[src/sync_map.vh]
// constants for the multichip sync and mode configuration block
// assumes a byte-wide register port with a 9-bit address, clocked by the sampling clock
`ifndef SYNC_MAP_VH
`define SYNC_MAP_VH
`define ADDR_FREQ_RANGE    9'h132
`define ADDR_PIN_SELECT    9'h146
`define ADDR_NYQUIST_ZONE  9'h16b
`define ADDR_MODE_CTRL     9'h150
`define ADDR_SYNC_MASK     9'h151
`define ADDR_LANE_STATUS   9'h152
`define RST_FREQ_RANGE     8'h00
`define RST_PIN_SELECT     8'h01
`define RST_NYQUIST_ZONE   8'h00
`define RST_MODE_CTRL      8'h00
`define RST_SYNC_MASK      8'h07
`define PIN_SELECT_GPIO    8'h00
`define MODE_BIT_DECIM     0
`define MODE_BIT_TERM200   1
`define MODE_LOG2_LSB      2
`define MASK_BIT_DIVIDER   0
`define MASK_BIT_PHASE     1
`define MASK_BIT_RAMP      2
`define LOG2_MIN           4'h1
`define LOG2_MAX           4'hf
`define BYPASS_LANES       5'h10
`define FREQ_WORD_WIDTH    48
`endif

[src/sync_config.v]
// multichip synchronization control and front end mode configuration
// holds the mode registers, the reference pulse source select, the per-block masks,
// and the divider, oscillator phase and ramp state that a reference pulse realigns
// assumes a synchronous byte register port and pulse inputs on the sampling clock
// assumes the pulse sources already meet setup to the sampling clock; no synchroniser here
// assumes ce low freezes every register, the read strobe and the pulse detector included
// assumes freq_word is a level that the controller changes only between hops
`timescale 1ns/1ps
`include "sync_map.vh"
module sync_config (
    input  wire        clk,
    input  wire        rst,
    input  wire        ce,
    input  wire        reg_wr,
    input  wire        reg_rd,
    input  wire [8:0]  reg_addr,
    input  wire [7:0]  reg_wdata,
    output reg  [7:0]  reg_rdata,
    output reg         reg_rvalid,
    input  wire        sync_reference_pulse,
    input  wire        general_purpose_pin_zero,
    input  wire [47:0] freq_word,
    output reg         term_200_ohm,
    output reg  [7:0]  freq_range,
    output reg  [7:0]  nyquist_zone,
    output reg         decim_active,
    output reg  [3:0]  decim_log2,
    output reg  [4:0]  lane_count,
    output reg         ddr_clock_en,
    output reg         divider_reset,
    output reg         phase_reset,
    output reg         ramp_reset,
    output reg  [14:0] divider_count,
    output reg  [47:0] phase_acc,
    output reg  [15:0] ramp_value
);
    // ------------------------------------------------------------
    // registers
    // ------------------------------------------------------------
    reg [7:0] input_frequency_range;
    reg [7:0] sync_input_pin_select;
    reg [7:0] nyquist_zone_select;
    reg [7:0] mode_ctrl;
    reg [7:0] sync_mask;
    reg [3:0] next_log2;
    reg [4:0] next_lanes;
    wire      pulse_src;
    wire      pulse_rise;
    wire      decim_on;

    assign decim_on = mode_ctrl[`MODE_BIT_DECIM];

    // ------------------------------------------------------------
    // decimation ratio and output lane mapping
    // ------------------------------------------------------------
    // a ratio field of zero is read as the smallest ratio rather than refused
    // clamp the ratio field: 2 to 32768 is 2**1 to 2**15
    always @* begin
        next_log2 = mode_ctrl[`MODE_LOG2_LSB +: 4];
        if (next_log2 < `LOG2_MIN)
            next_log2 = `LOG2_MIN;
    end

    // lanes halve every two octaves of decimation, never below one
    always @* begin
        if (!decim_on)
            next_lanes = `BYPASS_LANES;
        else if (next_log2 <= 4'h2)
            next_lanes = 5'h08;
        else if (next_log2 <= 4'h4)
            next_lanes = 5'h04;
        else if (next_log2 <= 4'h6)
            next_lanes = 5'h02;
        else
            next_lanes = 5'h01;
    end

    // ------------------------------------------------------------
    // register writes
    // ------------------------------------------------------------
    // unmapped addresses are ignored so a stray write cannot disturb the mode
    always @(posedge clk) begin
        if (rst) begin
            input_frequency_range <= `RST_FREQ_RANGE;
            sync_input_pin_select <= `RST_PIN_SELECT;
            nyquist_zone_select   <= `RST_NYQUIST_ZONE;
            mode_ctrl             <= `RST_MODE_CTRL;
            sync_mask             <= `RST_SYNC_MASK;
        end else if (ce && reg_wr) begin
            case (reg_addr)
                `ADDR_FREQ_RANGE:   input_frequency_range <= reg_wdata;
                `ADDR_PIN_SELECT:   sync_input_pin_select <= reg_wdata;
                `ADDR_NYQUIST_ZONE: nyquist_zone_select   <= reg_wdata;
                `ADDR_MODE_CTRL:    mode_ctrl             <= reg_wdata;
                `ADDR_SYNC_MASK:    sync_mask             <= reg_wdata;
                default: ;
            endcase
        end
    end

    // ------------------------------------------------------------
    // register reads
    // ------------------------------------------------------------
    // a read in the same cycle as a write to that address returns the old value
    always @(posedge clk) begin
        if (rst) begin
            reg_rdata  <= 8'h00;
            reg_rvalid <= 1'b0;
        end else if (ce) begin
            reg_rvalid <= reg_rd;
            if (reg_rd) begin
                case (reg_addr)
                    `ADDR_FREQ_RANGE:   reg_rdata <= input_frequency_range;
                    `ADDR_PIN_SELECT:   reg_rdata <= sync_input_pin_select;
                    `ADDR_NYQUIST_ZONE: reg_rdata <= nyquist_zone_select;
                    `ADDR_MODE_CTRL:    reg_rdata <= mode_ctrl;
                    `ADDR_SYNC_MASK:    reg_rdata <= sync_mask;
                    `ADDR_LANE_STATUS:  reg_rdata <= {3'h0, lane_count};
                    default:            reg_rdata <= 8'h00;
                endcase
            end
        end
    end

    // ------------------------------------------------------------
    // reference pulse source and edge
    // ------------------------------------------------------------
    // only the exact value selects the pin; anything else keeps the dedicated input
    assign pulse_src = (sync_input_pin_select == `PIN_SELECT_GPIO) ?
                       general_purpose_pin_zero : sync_reference_pulse;

    edge_sampler u_edge (
        .clk      (clk),
        .rst      (rst),
        .ce       (ce),
        .pulse_in (pulse_src),
        .rise     (pulse_rise)
    );

    // ------------------------------------------------------------
    // block resets
    // ------------------------------------------------------------
    // the masks are applied after edge detection, so a mask written while a pulse
    // is in flight changes only which blocks that pulse reaches, never its length
    always @(posedge clk) begin
        if (rst) begin
            divider_reset <= 1'b0;
            phase_reset   <= 1'b0;
            ramp_reset    <= 1'b0;
        end else if (ce) begin
            // bypass latency is fixed already, so only the ramp can be realigned
            divider_reset <= pulse_rise & decim_on & sync_mask[`MASK_BIT_DIVIDER];
            phase_reset   <= pulse_rise & decim_on & sync_mask[`MASK_BIT_PHASE];
            ramp_reset    <= pulse_rise & sync_mask[`MASK_BIT_RAMP];
        end
    end

    // ------------------------------------------------------------
    // mode outputs
    // ------------------------------------------------------------
    // registered copies keep every output on a flip-flop at the cost of one cycle
    always @(posedge clk) begin
        if (rst) begin
            term_200_ohm  <= 1'b0;
            freq_range    <= `RST_FREQ_RANGE;
            nyquist_zone  <= `RST_NYQUIST_ZONE;
            decim_active  <= 1'b0;
            decim_log2    <= `LOG2_MIN;
            lane_count    <= `BYPASS_LANES;
            ddr_clock_en  <= 1'b1;
        end else if (ce) begin
            term_200_ohm  <= mode_ctrl[`MODE_BIT_TERM200];
            freq_range    <= input_frequency_range;
            nyquist_zone  <= nyquist_zone_select;
            decim_active  <= decim_on;
            decim_log2    <= next_log2;
            lane_count    <= next_lanes;
            ddr_clock_en  <= ~decim_on;
        end
    end

    // ------------------------------------------------------------
    // decimation clock divider
    // ------------------------------------------------------------
    // held at zero in bypass so the first decimated sample starts from a known count
    always @(posedge clk) begin
        if (rst) begin
            divider_count <= 15'h0000;
        end else if (ce) begin
            if (divider_reset || !decim_active)
                divider_count <= 15'h0000;
            else
                divider_count <= divider_count + 15'h0001;
        end
    end

    // ------------------------------------------------------------
    // oscillator phase
    // ------------------------------------------------------------
    // the phase keeps its value in bypass; only a masked pulse or reset clears it
    always @(posedge clk) begin
        if (rst) begin
            phase_acc <= 48'h000000000000;
        end else if (ce) begin
            if (phase_reset)
                phase_acc <= 48'h000000000000;
            else if (decim_active)
                phase_acc <= phase_acc + freq_word;
        end
    end

    // ------------------------------------------------------------
    // ramp test pattern
    // ------------------------------------------------------------
    // the ramp runs in every mode, as it is the one pattern a bypass pulse realigns
    always @(posedge clk) begin
        if (rst) begin
            ramp_value <= 16'h0000;
        end else if (ce) begin
            if (ramp_reset)
                ramp_value <= 16'h0000;
            else
                ramp_value <= ramp_value + 16'h0001;
        end
    end
endmodule

[src/edge_sampler.v]
// rising edge detector for the chosen reference pulse source
// assumes the source is already synchronous to the sampling clock
`timescale 1ns/1ps
module edge_sampler (
    input  wire clk,
    input  wire rst,
    input  wire ce,
    input  wire pulse_in,
    output reg  rise
);
    reg sampled;
    reg prev;

    always @(posedge clk) begin
        if (rst) begin
            sampled <= 1'b0;
            prev    <= 1'b0;
            rise    <= 1'b0;
        end else if (ce) begin
            sampled <= pulse_in;
            prev    <= sampled;
            rise    <= sampled & ~prev;
        end
    end
endmodule

[config.mk]
export PLATFORM = sky130hd
export DESIGN_NAME = sync_config
export DESIGN_NICKNAME = d
export VERILOG_FILES = /design/src/sync_config.v /design/src/edge_sampler.v
export VERILOG_INCLUDE_DIRS = /design/src
export SDC_FILE = /design/constraint.sdc
export NUM_CORES = 1
export LEC_CHECK = 0
export BUFFER_PORTS_ARGS = -buffer_cell sky130_fd_sc_hd__buf_2
export CAP_MARGIN = 20
export CELL_PAD_IN_SITES_DETAIL_PLACEMENT = 1
export CELL_PAD_IN_SITES_GLOBAL_PLACEMENT = 2
export CORE_ASPECT_RATIO = 2
export CORE_MARGIN = 2
export CORE_UTILIZATION = 32
export CTS_BUF_LIST = sky130_fd_sc_hd__clkbuf_16
export DETAILED_ROUTE_END_ITERATION = 6
export PLACE_DENSITY_LB_ADDON = 0.3
export RECOVER_POWER = 50
export REMOVE_ABC_BUFFERS = 1
export SLEW_MARGIN = 10
export SYNTH_ARGS = -nofsm -noshare
export SYNTH_HDL_FRONTEND = slang
export SYNTH_SLANG_ARGS = --single-unit
[constraint.sdc]
create_clock -name clk -period 4.4 [get_ports clk]
set_clock_uncertainty 0.1 [all_clocks]
set_input_delay 0.88 -clock clk [delete_from_list [all_inputs] [get_ports clk]]
set_output_delay 0.88 -clock clk [all_outputs]
set_load 0.03 [all_outputs]
After elaboration in Yosys (flattened, before gate mapping)
Index checks and enable logic that the tools add are counted.

Bits in registers: 162. Bits in latches: 0. RAM bits: 0. ROM bits: 0. Bits of input ports: 72. Output and inout bits: 119. Logic and storage cells: 66. Memories kept: 0.

$add $sub $neg: 3. $mul: 0. Div/mod/pow operators: 0. Order comparisons: 4. Equal/unequal tests: 6. Shift-type cells: 0. Multiplexer cells: 11. Bitwise gates (word level): 7. Reductions and logical operators: 12.

Operators by type and width (count): $mux 48 (2); $eq 9x9->1 const B (6); $add 48x48->48 (1); $pmux 8 s6 (1); $add 16x1->16 const B (1); $mux 16 (1); $add 15x1->15 const B (1); $mux 15 (1); $reduce_and 2->1 (7); $le 4x3->1 const B (2); $logic_not 8->1 (1); $mux 4 (2); $and 1x1->1 (5); $mux 5 (1); $le 4x2->1 const B (1); $lt 4x1->1 const B (1); $mux 3 (1); $mux 2 (1); $not 1->1 (2); $reduce_bool 2->1 (1); $logic_and 1x1->1 (1); $logic_not 1->1 (1); $logic_or 1x1->1 (1); $mux 1 (1).

Logic depth before layout (Yosys ltp)
Depth in word-level cells: 7. Depth in mapped cells: 12. Mapped depth without buffers: 12.

Modules after synthesis
A second synthesis with hierarchy kept.

Cells, all modules: 1055. Area total of the unflattened synthesis: 8754.6 sq um.

By module, submodules not included: sync_config (instances 1, cells an instance 1045, area each 8648.3 sq um, seq. area each 3163.0 sq um); edge_sampler (instances 1, cells an instance 10, area each 106.4 sq um, seq. area each 60.1 sq um).

Worst setup path after synthesis
No wires, ideal clock.

Kind: input -> register. Start: input port freq_word[0]. End: register phase_acc[46]. Setup time: 0.124 ns. Arrival time: 3.165 ns. Data required time: 4.176 ns. Setup slack: 1.011 ns. Stages: 12. Buffers on the path: 0. Path through: ha_1 > fa_1 > a21oi_1 > o211ai_1 > nand2_1 > o31ai_1 > a31o_1 > a31o_2 > a211o_1 > a221oi_2 > xor2_1 > o21ai_1.

Cells in the longest elaborated chain, start to end: 3.

Ends and longest elaborated chain: from (decl) (line sync_config.v:22) `input wire [47:0] freq_word,`; $add 48x48->48 (line sync_config.v:208) `phase_acc <= phase_acc + freq_word;`; $mux 48 (line sync_config.v:207) `else if (decim_active)`; $mux 48 (line sync_config.v:205) `if (phase_reset)`; to (signal assigned) (line sync_config.v:208); to (decl) (line sync_config.v:34) `output reg [47:0] phase_acc,`.

No other way between the ends. The select of a mux whose other input is x is not followed. A chain may end at the register's enable or synchronous reset.

Worst setup path after layout
Start: input port freq_word[14]. End: register phase_acc[47].

The elaborated chain is that of the path after synthesis.

==> flow_metrics.env <==
export IMPL_wire_per_inst_um=19.56
export IMPL_timing_final_ws_setup_ns=0.8708
export IMPL_multiInputGateArea_um2=5280
export IMPL_setup_viol=0
export IMPL_ant_nets=0
export IMPL_path_class="input pin to flop"
export IMPL_h_tree_depth=4
export IMPL_synth_cell_types=66
export IMPL_cts_buffers=17
export IMPL_grt_pass1_vias=9016
export IMPL_io_buffers=190
export IMPL_ios=191
export IMPL_crit_path_frequent_cell="a21oi_1"
export IMPL_yosys_area_top_type="dfxtp_1"
export IMPL_setup_tns_ns=0
export IMPL_avgSynthCellArea_um2=8.207
export IMPL_drv_cap=0
export IMPL_synthCells=1069
export IMPL_endpoint_kind="flop"
export IMPL_seq_area_um2=3223
export IMPL_synth_warnings=0
export IMPL_r2r_start="phase_acc[14]$_SDFFE_PP0P_"
export IMPL_ys_ff_latch=161
export IMPL_drc_errors=0
export IMPL_grt_max_degree=86
export IMPL_fin_worst_hold_slack_ns=0.3681
export IMPL_clock_latency_ns=0.45
export IMPL_critical_path_top_delay_family="compound AO/OA/AOI/OAI gates"
export IMPL_antenna_found_initial=3
export IMPL_clockRootBuffer="clkbuf_16"
export IMPL_dpl_cell_count=1565
export IMPL_track_usage=0.2227
export IMPL_cts_sinks=161
export IMPL_synth_top_area_frac=0.3674
export IMPL_syn_to_final_growth_pct=19.60
export IMPL_vias=8476
export IMPL_fin_crit_sh=0.8021
export IMPL_clkTransAtPathRegs_ns=0.07
export IMPL_cp_slowest_cell="or4_1"
export IMPL_final_nets=1358
export IMPL_finalPower_mw=3.229
export IMPL_fin_crit_ns=3.529
export IMPL_hold_path_class="flop to flop"
export IMPL_start_util=0.3261
export IMPL_vdd_ir_drop_max_mv=0.2347
export IMPL_synth_edf_count=0
export IMPL_post_place_ws_ns=0.4049
export IMPL_final_hold_viol_count=0
export IMPL_firstDrtPassIters=5
export IMPL_ctsResizeCount=0
export IMPL_holdPathEnd="sync_mask[6]$_SDFFE_PP0P_"
export IMPL_drtIter0Drc=207
export IMPL_routabilityCongestion=0.8488
export IMPL_clock_path_buffers=2
export IMPL_synthArstFlopShare=0
export IMPL_slew_violations=0
export IMPL_crit_path_start="freq_word[14]"
export IMPL_cts_hold_buffers=0
export IMPL_fmax_mhz=283.3
export IMPL_grt_pass1_wl_mm=49.19
export IMPL_layout_drive_gt1_share=0.1097
export IMPL_core_um2=26910
export IMPL_ff2ff_setup_slack_ns=1.08
export IMPL_dieArea_um2=28840
export IMPL_cts_setup_buffers=0
export IMPL_required_ns=4.67
export IMPL_critPathMaxFanout=8
export IMPL_yosysSeqAreaShare=0.3674
export IMPL_fillers=3315
export IMPL_synth_area_top_cells="dfxtp_1 (37%), ha_1 (7.0%), nor2_1 (6.2%)"
export IMPL_dp_hpwl_mm=24.55
export IMPL_grt_overflow=0
export IMPL_viasPerCell=5.304
export IMPL_slowest_delay_ns=0.41
export IMPL_final_area_um2=10490
export IMPL_worst_path_buf_inv=1
export IMPL_grt_setup_unrepaired="false"
export IMPL_placed_area_um2=10050
export IMPL_crit_reg2reg_capture="phase_acc[47]$_SDFFE_PP0P_"
export IMPL_tightest_slew_ns=0.9559
export IMPL_fp_dieH_um=238.2
export IMPL_cp_cell_sequence="buf_2, ha_1, a21oi_1, o21ai_0, a21oi_1, a21oi_2, o211a_1, nor2b_1, o21ai_1, xnor2_1, or4_1, a31oi_1"
export IMPL_final_util=0.3900
export IMPL_row_count=85
export IMPL_critPathLaunchType="input pin"
export IMPL_pwr_density_cell_nw_per_um2=307.8
export IMPL_outcome="finished, final reports clean"
export IMPL_slew_headroom=0.3627
export IMPL_die_x_um=121.1
export IMPL_hp_start="sync_mask[6]$_SDFFE_PP0P_"
export IMPL_holdPathStages=2
export IMPL_totalWireLength_mm=31.26
export IMPL_r2r_cells=11
export IMPL_p_leak_nw=4.469
export IMPL_stdcell_count=1598
export IMPL_synth_flop_cell="dfxtp_1"
export IMPL_cts_tree="built"
export IMPL_syn_area_um2=8773
export IMPL_cp_arrival_ns=3.80
==> metal layers <==
| layer | global-route usage | vias to the layer above | part of all wire |
|---|---|---|---|
| li1 | - | 4140 | - |
| met1 | 0.2044 | 4057 | 0.34 |
| met2 | 0.4428 | 200 | 0.58 |
| met3 | 0.04565 | 73 | 0.039 |
| met4 | 0.1159 | 6 | 0.047 |
| met5 | 0 | - | 0.0012 |
==> layout make-up <==
cell class,instances,area share
diodes,1,0.0002385
clock buffers,17,0.04054
clock inverters,15,0.01479
inverters,14,0.005008
multi-input cells,838,0.5032
flip-flops and latches,161,0.3072
well taps,348,0.04150
repair buffers,204,0.08753
==> synthesized netlist by cell type (3+ instances only) <==
cell and n:
nand2_1 111, ha_1 49, a222oi_1 5, o31ai_1 3, a31oi_1 9, nand3b_1 7
a211oi_1 8, o21ai_0 64, a22oi_1 25, xnor2_1 26, buf_1 3, nand3_1 26
nand4_1 13, o211ai_1 3, nor3b_1 5, o21bai_1 8, nand2b_1 12, a21o_1 22
buf_2 5, nor2_1 144, or3_1 10, mux2i_1 53, o21ai_1 4, a211o_1 4
dfxtp_1 161, inv_1 14, nor3_1 20, nor4_1 4, nor2b_1 6, a221o_1 4
and3_1 11, clkbuf_1 46, a21oi_1 101, xor2_1 38, o21a_1 6, o31a_1 3
and2_1 3
==> power by group <==
| part | total [mW] | internal [mW] | switching [mW] |
|---|---|---|---|
| combinational | 0.234 | 0.0818 | 0.152 |
| clock | 1.52 | 0.841 | 0.684 |
| sequential | 1.47 | 1.46 | 0.00719 |
==> worst max-delay path by stage <==
stage / depth (start not counted) / to / slack [ns]
6_report: 12 / phase_acc[47]$_SDFFE_PP0P_ / 0.87
3_5_place_dp: 13 / phase_acc[44]$_SDFFE_PP0P_ / 0.40
3_3_place_gp: 12 / phase_acc[47]$_SDFFE_PP0P_ / 0.48
4_1_cts: 13 / phase_acc[44]$_SDFFE_PP0P_ / 0.89
5_1_grt: 13 / phase_acc[44]$_SDFFE_PP0P_ / 0.69
2_1_floorplan: 12 / phase_acc[46]$_SDFFE_PP0P_ / 1.00
==> cells by family (layout without fill, tap and decap cells) <==
group | after synthesis | in the layout | share of synthesized area
muxes | 53 | 53 | 0.06047
and+or+nand+nor | 384 | 384 | 0.2001
buffers and inverters | 70 | 250 | 0.03123
xor gates and xnor gates | 64 | 64 | 0.06389
adders and majority gates | 50 | 50 | 0.07216
AOI/OAI and AO/OA | 287 | 287 | 0.2048
other | 0 | 1 | 0
DFF | 161 | 161 | 0.3674
==> state kept, by name, summed over array words and instances (netlist names) <==
signal and count:
freq_range 8, divider_reset 1, ramp_value 16, term_200_ohm 1, u_edge.rise 1, divider_count 15
decim_active 1, nyquist_zone 8, lane_count 5, input_frequency_range 8, phase_reset 1, reg_rdata 8
nyquist_zone_select 8, decim_log2 4, u_edge.prev 1, reg_rvalid 1, u_edge.sampled 1, mode_ctrl 8
ramp_reset 1, sync_mask 8, phase_acc 48, sync_input_pin_select 8
==> worst reg2reg max path, stage by stage (launching register included) <==
cell	delay [ns]
dfxtp_1	0.34
ha_1	0.40
a21oi_1	0.36
o21ai_0	0.15
a21oi_1	0.28
a21oi_2	0.13
o211a_1	0.29
nor2b_1	0.28
o21ai_1	0.14
xnor2_1	0.16
or4_1	0.41
a31oi_1	0.21
==> cells in the final DEF, fill, tap and decap left out, types with 4 or more instances in the layout <==
cell       instances
nand2b_1          12
o21bai_1           8
mux2i_1           53
nand2_1          111
a21oi_1          101
nor4_1             4
ha_1              49
inv_1             15
a222oi_1           5
a22oi_1           25
nor2b_1            6
nand3b_1           7
xor2_1            38
inv_6              4
nand4_1           13
a31oi_1            9
clkbuf_1         110
a211oi_1           8
nor2_1           144
and3_1            11
a211o_1            4
or3_1             10
a21o_1            22
nand3_1           26
xnor2_1           26
o21a_1             6
o21ai_0           64
a221o_1            4
nor3b_1            5
buf_4             14
clkbuf_16         17
nor3_1            20
dfxtp_1          161
buf_2             80
(Power assumes the default switching activity.)
